===== src/rtl/pwm_pkg.sv =====
// Package with register map, field layouts and reset values of the timer based PWM unit.
package pwm_pkg;

  localparam int unsigned NUM_MATCH = 7;
  localparam int unsigned NUM_OUT = 6;

  // Register word offsets (byte address = 4 * index).
  localparam logic [5:0] ADDR_CTRL = 6'h00;
  localparam logic [5:0] ADDR_PRESCALE = 6'h01;
  localparam logic [5:0] ADDR_PRESCALE_CNT = 6'h02;
  localparam logic [5:0] ADDR_COUNTER = 6'h03;
  localparam logic [5:0] ADDR_MATCH_CTRL = 6'h04;
  localparam logic [5:0] ADDR_PWM_CTRL = 6'h05;
  localparam logic [5:0] ADDR_LATCH = 6'h06;
  localparam logic [5:0] ADDR_IRQ_STATUS = 6'h07;
  localparam logic [5:0] ADDR_IRQ_CLEAR = 6'h08;
  localparam logic [5:0] ADDR_IRQ_ENABLE = 6'h09;
  localparam logic [5:0] ADDR_MATCH_BASE = 6'h10;

  // Control register bits.
  localparam int unsigned CTRL_COUNT_EN = 0;
  localparam int unsigned CTRL_RESET = 1;
  localparam int unsigned CTRL_PWM_EN = 3;

  // Match control: three bits per match register.
  localparam int unsigned MC_IRQ = 0;
  localparam int unsigned MC_RESET = 1;
  localparam int unsigned MC_STOP = 2;

  // Output control: select bits 2..6 choose double edge, enable bits 9..14.
  localparam int unsigned PC_SEL_LSB = 0;
  localparam int unsigned PC_ENA_LSB = 8;

  localparam logic [31:0] RESET_WORD = 32'h0000_0000;

  typedef struct packed {
    logic [5:0] addr;
    logic read;
    logic write;
    logic [31:0] wdata;
  } bus_req_t;

endpackage : pwm_pkg


===== src/rtl/pwm_edge_out.sv =====
// One PWM output channel: single or double edge set/reset flip-flop.
`timescale 1ns/1ps
`default_nettype none

module pwm_edge_out (
  // Clock and reset
  input wire logic clock,
  input wire logic nrst,
  input wire logic clk_en,
  // Control
  input wire logic enable,
  input wire logic double_edge,
  // Match events
  input wire logic period_hit,
  input wire logic rise_hit,
  input wire logic fall_hit,
  // Output
  output logic pwm
);

  logic next_pwm;

  always_comb begin
    next_pwm = pwm;
    if (!enable) begin
      next_pwm = 1'b0;
    end else if (double_edge) begin
      // A fall that coincides with a rise wins, keeping the output low.
      if (fall_hit) begin
        next_pwm = 1'b0;
      end else if (rise_hit) begin
        next_pwm = 1'b1;
      end
    end else begin
      if (fall_hit) begin
        next_pwm = 1'b0;
      end else if (period_hit) begin
        next_pwm = 1'b1;
      end
    end
  end

  always_ff @(posedge clock or negedge nrst) begin
    if (!nrst) begin
      pwm <= 1'b0;
    end else if (clk_en) begin
      pwm <= next_pwm;
    end
  end

endmodule : pwm_edge_out

`default_nettype wire


===== src/rtl/pwm_unit.sv =====
// Timer based PWM unit with Avalon-MM register slave and match interrupts.
`timescale 1ns/1ps
`default_nettype none

// Function
// - Prescaler of 32 bits counts clocks and advances a 32-bit counter.
// - Seven match registers drive six single or five double edge outputs.
// - In PWM mode the period match resets the counter and starts a new cycle.
// - Single edge output uses one own match register for its falling edge.
// - Single edge outputs rise at period match unless held constantly low.
// - Double edge output uses two matches, one rising, one falling edge.
// - Rising match before falling gives positive pulse, reversed gives negative.
// - Period and width take any count; all outputs share one rate.
// - Each match may keep counting, stop, or reset, optionally interrupting.
// - In PWM mode new match values apply only after software releases them; plain timer mode uses them at once.
// - With PWM mode off the block is a plain timer without outputs.
module pwm_unit (
  // Clock, reset and enable
  input wire logic clock,
  input wire logic nrst,
  input wire logic clk_en,
  // Avalon-MM slave
  input wire logic [5:0] address,
  input wire logic read,
  input wire logic write,
  input wire logic [31:0] writedata,
  output logic [31:0] readdata,
  output logic waitrequest,
  // Outputs
  output logic [pwm_pkg::NUM_OUT-1:0] pwm_out,
  output logic irq
);

  localparam int unsigned NM = pwm_pkg::NUM_MATCH;

  pwm_pkg::bus_req_t req;
  assign req = '{addr: address, read: read, write: write, wdata: writedata};

  logic [31:0] ctrl;
  logic [31:0] prescale;
  logic [31:0] pre_cnt;
  logic [31:0] counter;
  logic [20:0] match_ctrl;
  logic [15:0] pwm_ctrl;
  logic [NM-1:0] latch_req;
  logic [NM-1:0] irq_status;
  logic [NM-1:0] irq_enable;
  logic [31:0] shadow [NM];
  logic [31:0] active [NM];
  // Busy marks the answer cycle so a request still held there is not taken twice.
  logic busy;

  logic [31:0] next_ctrl;
  logic [31:0] next_prescale;
  logic [31:0] next_pre_cnt;
  logic [31:0] next_counter;
  logic [20:0] next_match_ctrl;
  logic [15:0] next_pwm_ctrl;
  logic [NM-1:0] next_latch_req;
  logic [NM-1:0] next_irq_status;
  logic [NM-1:0] next_irq_enable;
  logic [31:0] next_shadow [NM];
  logic [31:0] next_active [NM];
  logic [31:0] next_readdata;
  logic next_waitrequest;
  logic next_busy;
  logic next_irq;

  logic [NM-1:0] hit;
  logic tick;
  logic running;
  logic pwm_mode;
  logic period_hit;
  logic wr_now;
  logic [NM-1:0] load_now;
  logic [NM-1:0] reset_hit;
  logic [NM-1:0] stop_hit;
  logic [NM-1:0] irq_hit;

  function automatic logic is_match_addr(input logic [5:0] a);
    return (a >= pwm_pkg::ADDR_MATCH_BASE) &&
           (a < pwm_pkg::ADDR_MATCH_BASE + 6'(NM));
  endfunction : is_match_addr

  function automatic logic [2:0] match_index(input logic [5:0] a);
    return 3'(a - pwm_pkg::ADDR_MATCH_BASE);
  endfunction : match_index

  // Gathers one action bit of every match out of the packed match control word.
  function automatic logic [NM-1:0] action_mask(input logic [20:0] mc, input int unsigned pos);
    logic [NM-1:0] m;
    m = '0;
    for (int i = 0; i < NM; i++) begin
      m[i] = mc[3*i+pos];
    end
    return m;
  endfunction : action_mask

  // Decodes a completing bus write to one register index.
  function automatic logic write_to(input logic go, input logic [5:0] a, input logic [5:0] target);
    return go && (a == target);
  endfunction : write_to

  function automatic logic [31:0] status_word(input logic [NM-1:0] v);
    return 32'(v);
  endfunction : status_word

  assign running = ctrl[pwm_pkg::CTRL_COUNT_EN] && !ctrl[pwm_pkg::CTRL_RESET];
  assign pwm_mode = ctrl[pwm_pkg::CTRL_PWM_EN];
  assign tick = running && (pre_cnt == prescale);

  // A match fires on the counter tick that reaches its active value.
  genvar gi;
  generate
    for (gi = 0; gi < NM; gi++) begin : g_hit
      assign hit[gi] = tick && (counter == active[gi]);
    end
  endgenerate
  assign period_hit = hit[0];

  // Writes land on the edge at which the master sees waitrequest low, never on the accepting edge.
  assign wr_now = req.write && !waitrequest;

  // A release waits for the period match so a cycle never mixes old and new edge positions.
  assign load_now = pwm_mode ? (latch_req & {NM{period_hit}}) : '0;

  // Per match actions, each gated by its own control bit.
  assign reset_hit = hit & action_mask(match_ctrl, pwm_pkg::MC_RESET);
  assign stop_hit = hit & action_mask(match_ctrl, pwm_pkg::MC_STOP);
  assign irq_hit = hit & action_mask(match_ctrl, pwm_pkg::MC_IRQ);

  // Counter, prescaler and match actions.
  always_comb begin
    next_pre_cnt = pre_cnt;
    next_counter = counter;
    next_ctrl = ctrl;
    if (ctrl[pwm_pkg::CTRL_RESET]) begin
      next_pre_cnt = pwm_pkg::RESET_WORD;
      next_counter = pwm_pkg::RESET_WORD;
    end else if (running) begin
      if (tick) begin
        next_pre_cnt = pwm_pkg::RESET_WORD;
        next_counter = counter + 32'h0000_0001;
        if (|reset_hit) begin
          next_counter = pwm_pkg::RESET_WORD;
        end
        // In PWM mode the period match restarts the cycle even without its reset bit, unless a stop fires on the same tick.
        if (pwm_mode && period_hit) begin
          next_counter = pwm_pkg::RESET_WORD;
        end
        // A stop freezes the counter on the matched value so software can read it back.
        if (|stop_hit) begin
          next_counter = counter;
          next_ctrl[pwm_pkg::CTRL_COUNT_EN] = 1'b0;
        end
      end else begin
        next_pre_cnt = pre_cnt + 32'h0000_0001;
      end
    end
    // Software writes to the counting registers win over counting in the same cycle.
    if (write_to(wr_now, req.addr, pwm_pkg::ADDR_CTRL)) begin
      next_ctrl = req.wdata;
    end
    if (write_to(wr_now, req.addr, pwm_pkg::ADDR_COUNTER)) begin
      next_counter = req.wdata;
    end
    if (write_to(wr_now, req.addr, pwm_pkg::ADDR_PRESCALE_CNT)) begin
      next_pre_cnt = req.wdata;
    end
  end

  // Registers, double buffering, interrupts and bus answer.
  always_comb begin
    next_prescale = prescale;
    next_match_ctrl = match_ctrl;
    next_pwm_ctrl = pwm_ctrl;
    next_latch_req = latch_req;
    next_irq_status = irq_status;
    next_irq_enable = irq_enable;
    next_readdata = readdata;
    next_waitrequest = 1'b1;
    next_busy = 1'b0;
    for (int i = 0; i < NM; i++) begin
      next_shadow[i] = shadow[i];
      next_active[i] = active[i];
    end
    // Plain timer mode uses the written values at once; PWM mode waits for a release.
    for (int i = 0; i < NM; i++) begin
      if (!pwm_mode) begin
        next_active[i] = shadow[i];
      end else if (load_now[i]) begin
        next_active[i] = shadow[i];
        next_latch_req[i] = 1'b0;
      end
    end
    if ((req.read || req.write) && !busy) begin
      next_busy = 1'b1;
      next_waitrequest = 1'b0;
      next_readdata = pwm_pkg::RESET_WORD;
      if (req.read) begin
        if (is_match_addr(req.addr)) begin
          next_readdata = shadow[match_index(req.addr)];
        end
        case (req.addr)
          pwm_pkg::ADDR_CTRL: next_readdata = ctrl;
          pwm_pkg::ADDR_PRESCALE: next_readdata = prescale;
          pwm_pkg::ADDR_PRESCALE_CNT: next_readdata = pre_cnt;
          pwm_pkg::ADDR_COUNTER: next_readdata = counter;
          pwm_pkg::ADDR_MATCH_CTRL: next_readdata = {11'h000, match_ctrl};
          pwm_pkg::ADDR_PWM_CTRL: next_readdata = {16'h0000, pwm_ctrl};
          pwm_pkg::ADDR_LATCH: next_readdata = status_word(latch_req);
          pwm_pkg::ADDR_IRQ_STATUS: next_readdata = status_word(irq_status);
          pwm_pkg::ADDR_IRQ_ENABLE: next_readdata = status_word(irq_enable);
          default: next_readdata = next_readdata;
        endcase
      end
    end
    // Register writes land on the completing edge, while waitrequest stands low.
    if (wr_now) begin
      if (is_match_addr(req.addr)) begin
        next_shadow[match_index(req.addr)] = req.wdata;
      end
      case (req.addr)
        pwm_pkg::ADDR_PRESCALE: next_prescale = req.wdata;
        pwm_pkg::ADDR_MATCH_CTRL: next_match_ctrl = req.wdata[20:0];
        pwm_pkg::ADDR_PWM_CTRL: next_pwm_ctrl = req.wdata[15:0];
        pwm_pkg::ADDR_LATCH: next_latch_req = next_latch_req | req.wdata[NM-1:0];
        pwm_pkg::ADDR_IRQ_CLEAR: next_irq_status = irq_status & ~req.wdata[NM-1:0];
        pwm_pkg::ADDR_IRQ_ENABLE: next_irq_enable = req.wdata[NM-1:0];
        default: next_irq_enable = next_irq_enable;
      endcase
    end
    // Sets come after the clear so an event in the clearing cycle survives.
    for (int i = 0; i < NM; i++) begin
      if (irq_hit[i]) begin
        next_irq_status[i] = 1'b1;
      end
    end
    next_irq = |(next_irq_status & next_irq_enable);
  end

  always_ff @(posedge clock or negedge nrst) begin
    if (!nrst) begin
      ctrl <= pwm_pkg::RESET_WORD;
      prescale <= pwm_pkg::RESET_WORD;
      pre_cnt <= pwm_pkg::RESET_WORD;
      counter <= pwm_pkg::RESET_WORD;
      match_ctrl <= '0;
      pwm_ctrl <= '0;
      latch_req <= '0;
      irq_status <= '0;
      irq_enable <= '0;
      readdata <= pwm_pkg::RESET_WORD;
      waitrequest <= 1'b1;
      busy <= 1'b0;
      irq <= 1'b0;
      for (int i = 0; i < NM; i++) begin
        shadow[i] <= pwm_pkg::RESET_WORD;
        active[i] <= pwm_pkg::RESET_WORD;
      end
    end else if (clk_en) begin
      ctrl <= next_ctrl;
      prescale <= next_prescale;
      pre_cnt <= next_pre_cnt;
      counter <= next_counter;
      match_ctrl <= next_match_ctrl;
      pwm_ctrl <= next_pwm_ctrl;
      latch_req <= next_latch_req;
      irq_status <= next_irq_status;
      irq_enable <= next_irq_enable;
      readdata <= next_readdata;
      waitrequest <= next_waitrequest;
      busy <= next_busy;
      irq <= next_irq;
      for (int i = 0; i < NM; i++) begin
        shadow[i] <= next_shadow[i];
        active[i] <= next_active[i];
      end
    end
  end

  // Output n uses match n as its falling edge; double edge uses match n-1 to rise.
  generate
    for (gi = 1; gi <= pwm_pkg::NUM_OUT; gi++) begin : g_out
      pwm_edge_out u_edge (
        .clock(clock),
        .nrst(nrst),
        .clk_en(clk_en),
        .enable(pwm_mode && pwm_ctrl[pwm_pkg::PC_ENA_LSB+gi]),
        .double_edge((gi > 1) && pwm_ctrl[pwm_pkg::PC_SEL_LSB+gi]),
        .period_hit(period_hit),
        .rise_hit(hit[gi-1]),
        .fall_hit(hit[gi]),
        .pwm(pwm_out[gi-1])
      );
    end
  endgenerate

endmodule : pwm_unit

`default_nettype wire


===== config.mk =====
export PLATFORM = sky130hd
export DESIGN_NAME = pwm_unit
export DESIGN_NICKNAME = d
export VERILOG_FILES = /design/src/rtl/pwm_pkg.sv /design/src/rtl/pwm_edge_out.sv /design/src/rtl/pwm_unit.sv
export SDC_FILE = /design/constraint.sdc
export NUM_CORES = 1
export LEC_CHECK = 0
export BUFFER_PORTS_ARGS = -buffer_cell sky130_fd_sc_hd__buf_2
export CORE_AREA = 8 8 300 302
export DETAILED_ROUTE_END_ITERATION = 8
export DIE_AREA = 0 0 308 310
export GPL_TIMING_DRIVEN = 1
export HOLD_SLACK_MARGIN = 0.1
export PLACE_DENSITY_LB_ADDON = 0.05
export REMOVE_ABC_BUFFERS = 1
export SYNTH_ARGS = -nofsm -noshare
export SYNTH_HDL_FRONTEND = slang
export SYNTH_SLANG_ARGS = --single-unit

===== constraint.sdc =====
create_clock -name clock -period 6.48 [get_ports clock]
set_input_delay 1.944 -clock clock [delete_from_list [all_inputs] [get_ports clock]]
set_output_delay 1.944 -clock clock [all_outputs]
set_load 0.01 [all_outputs]

==> results of run 1 <==
Yosys cell counts (18+ instances only):
cell	instances
sky130_fd_sc_hd__a221oi_1	30
sky130_fd_sc_hd__a21oi_1	94
sky130_fd_sc_hd__xnor2_1	111
sky130_fd_sc_hd__o21ai_0	87
sky130_fd_sc_hd__nand3_1	45
sky130_fd_sc_hd__xor2_1	148
sky130_fd_sc_hd__nor3_1	49
sky130_fd_sc_hd__a22o_1	26
sky130_fd_sc_hd__inv_1	43
sky130_fd_sc_hd__dfrtp_1	674
sky130_fd_sc_hd__mux4_2	64
sky130_fd_sc_hd__nor4_1	59
sky130_fd_sc_hd__mux2i_1	35
sky130_fd_sc_hd__a22oi_1	45
sky130_fd_sc_hd__clkbuf_1	166
sky130_fd_sc_hd__nand2_1	136
sky130_fd_sc_hd__nand4_1	55
sky130_fd_sc_hd__o22ai_1	23
sky130_fd_sc_hd__nor2_1	104
sky130_fd_sc_hd__mux2_2	551
sky130_fd_sc_hd__buf_2	65
sky130_fd_sc_hd__a31oi_1	18
worst max path at each step:
stage                      from          end  slack, ns  depth (start not counted)
floorplan            address[2]   counter[0]       0.07                          6
global placement     address[1]  pre_cnt[24]       1.53                          9
detailed placement   address[1]  pre_cnt[24]       1.49                          9
CTS                 counter[23]   counter[5]       1.72                          9
global route        counter[27]  counter[12]       1.69                          8
finish              counter[23]   counter[5]       1.68                          9
final cells by class:
class	instances	area (um^2)
Tap cell	1155	1450
Clock inverter	36	457
Clock buffer	112	2410
Antenna cell	3	7.51
Sequential cell	675	16900
Multi-Input combinational cell	1854	15900
Fill cell	7990	47200
Inverter	43	161
Timing Repair Buffer	169	1160
logic make-up (layout without fill, tap and decap cells):
family,after synthesis,count (layout)
AND/OR/NAND/NOR,527,527
AO/OA/AOI/OAI,406,406
adder cells (fa/ha/maj),2,2
XOR/XNOR,259,259
flip-flops,675,675
buffers and inverters,294,360
other,0,3
multiplexers,660,660
per-layer routing:
metal / share of wire, % / track usage (%) / vias up
met3: 4.6 / 3.09 / 176
met1: 45 / 36.4 / 12800
met4: 3.4 / 8.65 / 0
li1: - / - / 10300
met5: 0 / 0 / -
met2: 47 / 43.1 / 736
critical path: cells and delay by family, from the launching register on:
kind,cells,cell delay [ns]
AND/OR/NAND/NOR,4,2.30
AO/OA/AOI/OAI,3,0.91
flip-flops,1,0.89
buffers and inverters,1,0.36
XOR/XNOR,1,0.15
power by group:
group          switching, mW  internal (mW)  leakage, nW
clock network           1.93           2.96         1.42
logic                  0.643          0.399         6.84
registers              0.223           4.41         9.21
total                   2.80           7.77         17.5
state kept, by name, indices dropped and copies added (netlist names):
register	count
active	224
busy	1
counter	32
ctrl	32
g_out.u_edge.pwm	6
irq	1
irq_enable	7
irq_status	7
latch_req	7
match_ctrl	21
pre_cnt	32
prescale	32
pwm_ctrl	16
readdata	32
shadow	224
waitrequest	1
per-stage QoR:
step	cell area, um^2	util (%)
CTS	38500	44.9
global placement	35600	41.5
finish	38500	44.9
global route	38500	44.9
floorplan	32800	-
detailed placement	35600	41.5
==> results.txt, run 1 <==
The post-synthesis simple-gate area fraction came out at 7.84%. The total negative setup slack came out at 0 ns. The most used flip-flop cell after synthesis is sky130_fd_sc_hd__dfrtp_1. Global routing used a little over a quarter of the available tracks across all layers. The class of the tightest hold or removal check is register to register. The critical path is of the register to register type. The initial detailed-routing violation count is 2280. In the post-synthesis netlist, the biggest area contributors are sky130_fd_sc_hd__dfrtp_1, sky130_fd_sc_hd__mux2_2, sky130_fd_sc_hd__mux4_2, sky130_fd_sc_hd__xor2_1, sky130_fd_sc_hd__xnor2_1. After synthesis, the share of cell area in mux cells is a little under a quarter. Setup slack on the worst reg-to-reg path comes out at around 1.7 ns. The wire-length estimate of the detail-placed layout is approximately 90000 um.

Final hold analysis gives a worst-case slack of between 0.4 and 0.5 ns. The post-layout net count is 2870. The areal power density over the cells came out at 275 nW/um^2. The worst hold path terminates at readdata[18]. The number of gates resized after CTS came out at 0. The post-route clock skew came out at between 0.02 and 0.025 ns.

Measured in cells, the most critical reg-to-reg path has a length of 9. The worst setup path is captured at a register. The largest stage delay on the critical path is ~0.89 ns. The max-capacitance violation count is 0.

The arrival time of data at the critical path endpoint is 5.28 ns. The post-CTS setup-driven buffer insertion count is 0. Input and output buffers added on the ports amount to 82.

In the synthesized netlist the async set-or-reset flop fraction comes to between 90% and 100%. Of all cell types, the one taking the most synthesized area is sky130_fd_sc_hd__dfrtp_1. The sequential area share after synthesis came out at 49.9%.

The library cells used most frequently in the layout, excluding fill and tap cells, are sky130_fd_sc_hd__dfrtp_1, sky130_fd_sc_hd__mux2_2, sky130_fd_sc_hd__xor2_1, sky130_fd_sc_hd__nand2_1, sky130_fd_sc_hd__xnor2_1. The total instance count after detailed placement came out at 3896. The worst path setup slack after routing is 1.68 ns.

The largest fanout on the critical path came out at 21. The number of optimization iterations in the first detailed-route pass is 6. The post-synthesis cell area came out at 33900 um^2. The worst hold path depth is 2.

In the final routed layout, each cell accounts on average for 31.3 um. The number of antenna violations at the first check in global routing is 3. The clock-pin slew on the worst setup and hold paths came out at 0.06 ns. The clock tree buffer depth came out at 3. The synthesized netlist devotes 6.70% of its cell area to XOR and XNOR gates. At the pin with the least slew margin, the transition time is 1.21 ns. The clock root buffer master is sky130_fd_sc_hd__clkbuf_16. The final hold violation count came out at 0. The launch instance of the worst register-to-register path is counter[23].

The cell row count is around 110. The number of hold-repair buffers added at the cts stage came out at 0. The worst IR drop on VDD is roughly 180 uV.

Leaving out filler cells and counting taps, the final layout contains 4047. By area, the combinational part of the netlist is dominated by multiplexers. For this design, the slowest cell found on the critical path is sky130_fd_sc_hd__dfrtp_1.

The Yosys step of the flow raised 0 warnings. The height of the chip came out at 310 um. The global placer's final weighted congestion came out at 0.859. The area of the core is 85700 um^2. The critical register-to-register path endpoint is counter[5]. The category of the worst setup path launch point is a register. After layout, the design draws a total of 10.6 mW. Setup repair after global routing left no endpoint under its margin.

Setup violations remaining at the end of the flow were counted as 0. Summing the areas of all fa, ha and maj instances in the mapped netlist gives less than 1% of the synthesized area. The static leakage is 17.5 nW. After detailed routing, the number of remaining DRC violations is 0. In this run, distinct cell masters in the synthesized netlist total 66. TritonCTS built the clock tree.

The synthesized area per cell is 12.0 um^2. Counting flops with a built-in enable in the synthesized netlist gives 0. The fraction of the mapped netlist area in compound gates is 7.93%.

The die boundary width came out at between 300 and 400 um. The maximum level of the CTS H-tree is 3. The first global-routing pass estimated 184000 um of wire. The highest achievable clock rate is 208 MHz. The final count of pins violating max slew is 0. Subtracting the final worst setup slack from the clock period gives about 4.8 ns. The post-route netlist has ~33% of its cells at a drive strength greater than 1.

Data on the critical path is required at its endpoint by 6.96 ns. After global routing the overflow that remains totals 0. The area fraction of the dominant cell type after synthesis came out at 49.8%. The worst pin sits at a relative slew slack of 18.9%. The startpoint of the tightest hold check path is readdata[18]. The run finished with clean final reports.

The post-place setup slack came out at around 1.5 ns. The tree built by TritonCTS fans out to 675 sinks. Entering global routing, the biggest net connects 117 pins. The critical path goes through xor2_1, nor4_1, nand4_1, nor2_1, a22o_1, or4b_1, a21o_1, buf_4, o221ai_1.

The count of vias placed by the detailed router is 24000. The number of clock buffers inserted by TritonCTS came out at 82. The via count of the first global-routing pass came to between 20000 and 25000. The final worst-path cycle share came out at 74.1%. The average vias per placed instance came out at just under 6. The initial cell density of the core is between 30 and 40%. The number of primary I/O pins came out at between 80 and 90. The leading cell type in the layout, fill and taps excluded is sky130_fd_sc_hd__dfrtp_1. The aggregate routed wire length is 127000 um.

The number of nets still failing antenna checks after routing is 0. At the later pin of the worst-skew pair, clock insertion delay measures 0.64 ns. After technology mapping, the gate count stands at 2823. The synthesized design contains 675 register bits. The layout-stage area growth over the synthesis result is 13.6%. The die outline area is 95500 um^2.
Note: power is estimated with default switching activity, not from simulation.
==> run 2, diff against run 1 <==
==> constraint.sdc (replaced) <==
create_clock -name clock -period 4.15 [get_ports clock]
set_input_delay 1.245 -clock clock [delete_from_list [all_inputs] [get_ports clock]]
set_output_delay 1.245 -clock clock [all_outputs]
set_load 0.01 [all_outputs]
==> run 2 against run 1 <==
Net effect: first-iteration DRC count increased by 4.7%; global-route usage increased by 1.2 points; register-to-register slack got worse by 1.3 ns; die area unchanged; non-clock buffer count increased by 131; combinational power increased by 72%; setup slack got worse by 1.3 ns; largest power group is now sequential cells; wire length increased by 5.0%; critical path type unchanged.
==> results.txt, run 2 (synthesized netlist as in run 1, its figures left out) <==
Setup repair after global routing left no endpoint under its margin. The static leakage came out at 18.1 nW. The run finished with clean final reports.

The number of input and output port buffers inserted came out at 82. The global placer's final weighted congestion is just over 0.9. The number of nets still failing antenna checks after routing is 0. The aggregate global routing overflow is 0. For this design, the sink count on the clock tree is a little under 700. The first global-routing pass estimated 191000 um of wire.

The layout-stage area growth over the synthesis result came out at 16.9%. The via count of the first global-routing pass was roughly 25000. The die outline area is 95500 um^2. At the pin with the least slew margin, the transition time is 1.17 ns.

The tightest min-delay check is of the register to register type. The clock-pin slew on the worst setup and hold paths came out at 0.06 ns. The post-layout net count is roughly 3000. For this block, the initial DRC count from the detailed router was approximately 2400.

The total power of the final layout came out at 16.2 mW. The post-CTS setup-driven buffer insertion count came out at 0. The finished layout cell area came out at slightly below 40000 um^2.

The library cells used most frequently in the layout, excluding fill and tap cells, are sky130_fd_sc_hd__dfrtp_1, sky130_fd_sc_hd__mux2_2, sky130_fd_sc_hd__buf_4, sky130_fd_sc_hd__xor2_1, sky130_fd_sc_hd__nand2_1. Leaving out filler cells and counting taps, the final layout contains 4170. The final count of pins violating max slew is 0. 0 antenna diodes ended up in the layout.

After clock tree synthesis, the repair step resized 0 gates. The worst path setup slack after routing came out at 0.347 ns. The largest registers in the layout are active x224, shadow x224. The number of cells on the worst reg-to-reg path is 11. The highest achievable clock rate is 263 MHz. The clock tree buffer depth came out at 3. The final critical delay including setup and external delays came out at 3.80 ns. The final route contains 24800 vias.

In this run the power density over the cells is 409 nW/um^2. The library cell used most frequently in the layout, excluding fill and tap cells, is sky130_fd_sc_hd__dfrtp_1. The placed instance area came out at 36900 um^2. The max-capacitance violation count came out at 0. In this run, placement finished with an instance count of 4027. The aggregate routed wire length is 133000 um. The critical path is of the register to register type. The cell row count is 108. The area of the core is 85700 um^2. STA classifies the critical path endpoint as a register. Setup slack on the worst reg-to-reg path comes out at 0.35 ns. The worst IR drop on VDD is 319 uV.

The die is 310 um tall. The post-route clock skew is 0.0247 ns. The final hold violation count was 0. The worst path uses roughly nine tenths of the clock period. The die boundary width came out at approximately 300 um. Data on the critical path is required at its endpoint by roughly 4.6 ns. The initial cell density of the core came out at 39.5%. The maximum level of the CTS H-tree is 3. The most critical setup path has its startpoint at counter[24]. The detailed placer's ending HPWL came out at 97400 um.

The number of hold-repair buffers added at the cts stage came out at 0. The final number of setup-violating endpoints is 0. Entering global routing, the biggest net connects 120 pins.

STA classifies the critical path startpoint as a register. The total global-route track usage came out at 27.5%. The count of filler cells inserted in the layout came out at 7924. The arrival time of data at the critical path endpoint is 4.23 ns. The worst register-to-register path begins at counter[24]. The largest fanout on the critical path came out at 27. The post-place setup slack came out at 0.264 ns. The number of optimization iterations in the first detailed-route pass came out at 6.

The number of clock buffers inserted by TritonCTS came out at 82. The mean routed wirelength per cell came out at 31.9 um. TritonCTS built the clock tree. The worst slew slack as a fraction of its limit is 22.0%. The fraction of final layout cells sized beyond drive strength 1 is 35.7%.

The number of design rule violations left after detail routing came out at 0. The number of antenna violations at the first check in global routing was 8. The average vias per placed instance came out at approximately 6. At the later pin of the worst-skew pair, clock insertion delay measures around 0.62 ns.

The cell sitting at the root of the clock tree is a sky130_fd_sc_hd__clkbuf_16. In this run the most critical hold path is launched from readdata[19]. For this design the top-level I/O count stands at 83. The worst hold path depth came out at 2.
run 2: cell count changes in the layout (fill, tap and decap cells not counted), moves of 2 or more:
| cell | before | now |
|---|---|---|
| sky130_fd_sc_hd__clkinvlp_4 | 4 | 2 |
| sky130_fd_sc_hd__buf_4 | 82 | 185 |
| sky130_fd_sc_hd__buf_12 | 6 | 34 |
| sky130_fd_sc_hd__inv_6 | 2 | 0 |
| sky130_fd_sc_hd__bufinv_16 | 9 | 4 |
| sky130_fd_sc_hd__diode_2 | 3 | 0 |
| sky130_fd_sc_hd__clkinv_2 | 18 | 13 |
| sky130_fd_sc_hd__clkbuf_1 | 8 | 18 |
run 2: final timing paths:
| path | endpoint |
|---|---|
| setup / recovery | counter[14] |
| hold / removal | readdata[19] |
| setup reg to reg | counter[14] |
| hold reg to reg | readdata[19] |
| max in group asynchronous | active[184] |
| min in group asynchronous | ctrl[26] |
run 2: report_power, final:
part           total, mW  internal, mW  switching [mW]  leakage (nW)
combinational       1.79         0.709            1.08          7.61
sequential          7.22          6.89           0.330          9.21
clock               7.20          4.29            2.92          1.32
total               16.2          11.9            4.33          18.1
run 2: metal layers:
metal | GRT usage, % | share of wire (%)
met1 | 37.7 | 44
met2 | 44.2 | 46
met3 | 4.01 | 5.9
met4 | 10.8 | 4.2
met5 | 0 | 0
run 2: through the flow:
stage / hold WS [ns] / utilization [%] / setup TNS, ns
after floorplan: 0.463 / - / -158.31
after global placement: 0.459 / 43.1 / 0
after detailed placement: 0.465 / 43.1 / 0
after CTS: 0.477 / 46.2 / 0
after global routing: 0.501 / 46.2 / 0
final: 0.470 / 46.2 / 0
run 2: area by class of cell:
type	count	area [um^2]	area share (%)
Sequential cell	675	16900	42.7
Clock buffer	122	2430	6.15
Inverter	43	161	0.408
Tap cell	1155	1450	3.65
Multi-Input combinational cell	1854	15900	40.2
Timing Repair Buffer	300	2500	6.31
Clock inverter	21	233	0.588
run 2: critical path, stage by stage, from the launching register on:
cell and delay, ns:
sky130_fd_sc_hd__dfrtp_1 0.57, sky130_fd_sc_hd__xor2_1 0.24, sky130_fd_sc_hd__buf_4 0.19, sky130_fd_sc_hd__nor4_1 0.79, sky130_fd_sc_hd__nand4_1 0.17, sky130_fd_sc_hd__nor2_1 0.34
sky130_fd_sc_hd__buf_4 0.22, sky130_fd_sc_hd__a22o_1 0.22, sky130_fd_sc_hd__or4b_1 0.26, sky130_fd_sc_hd__a21o_1 0.20, sky130_fd_sc_hd__buf_12 0.20, sky130_fd_sc_hd__o221ai_1 0.22
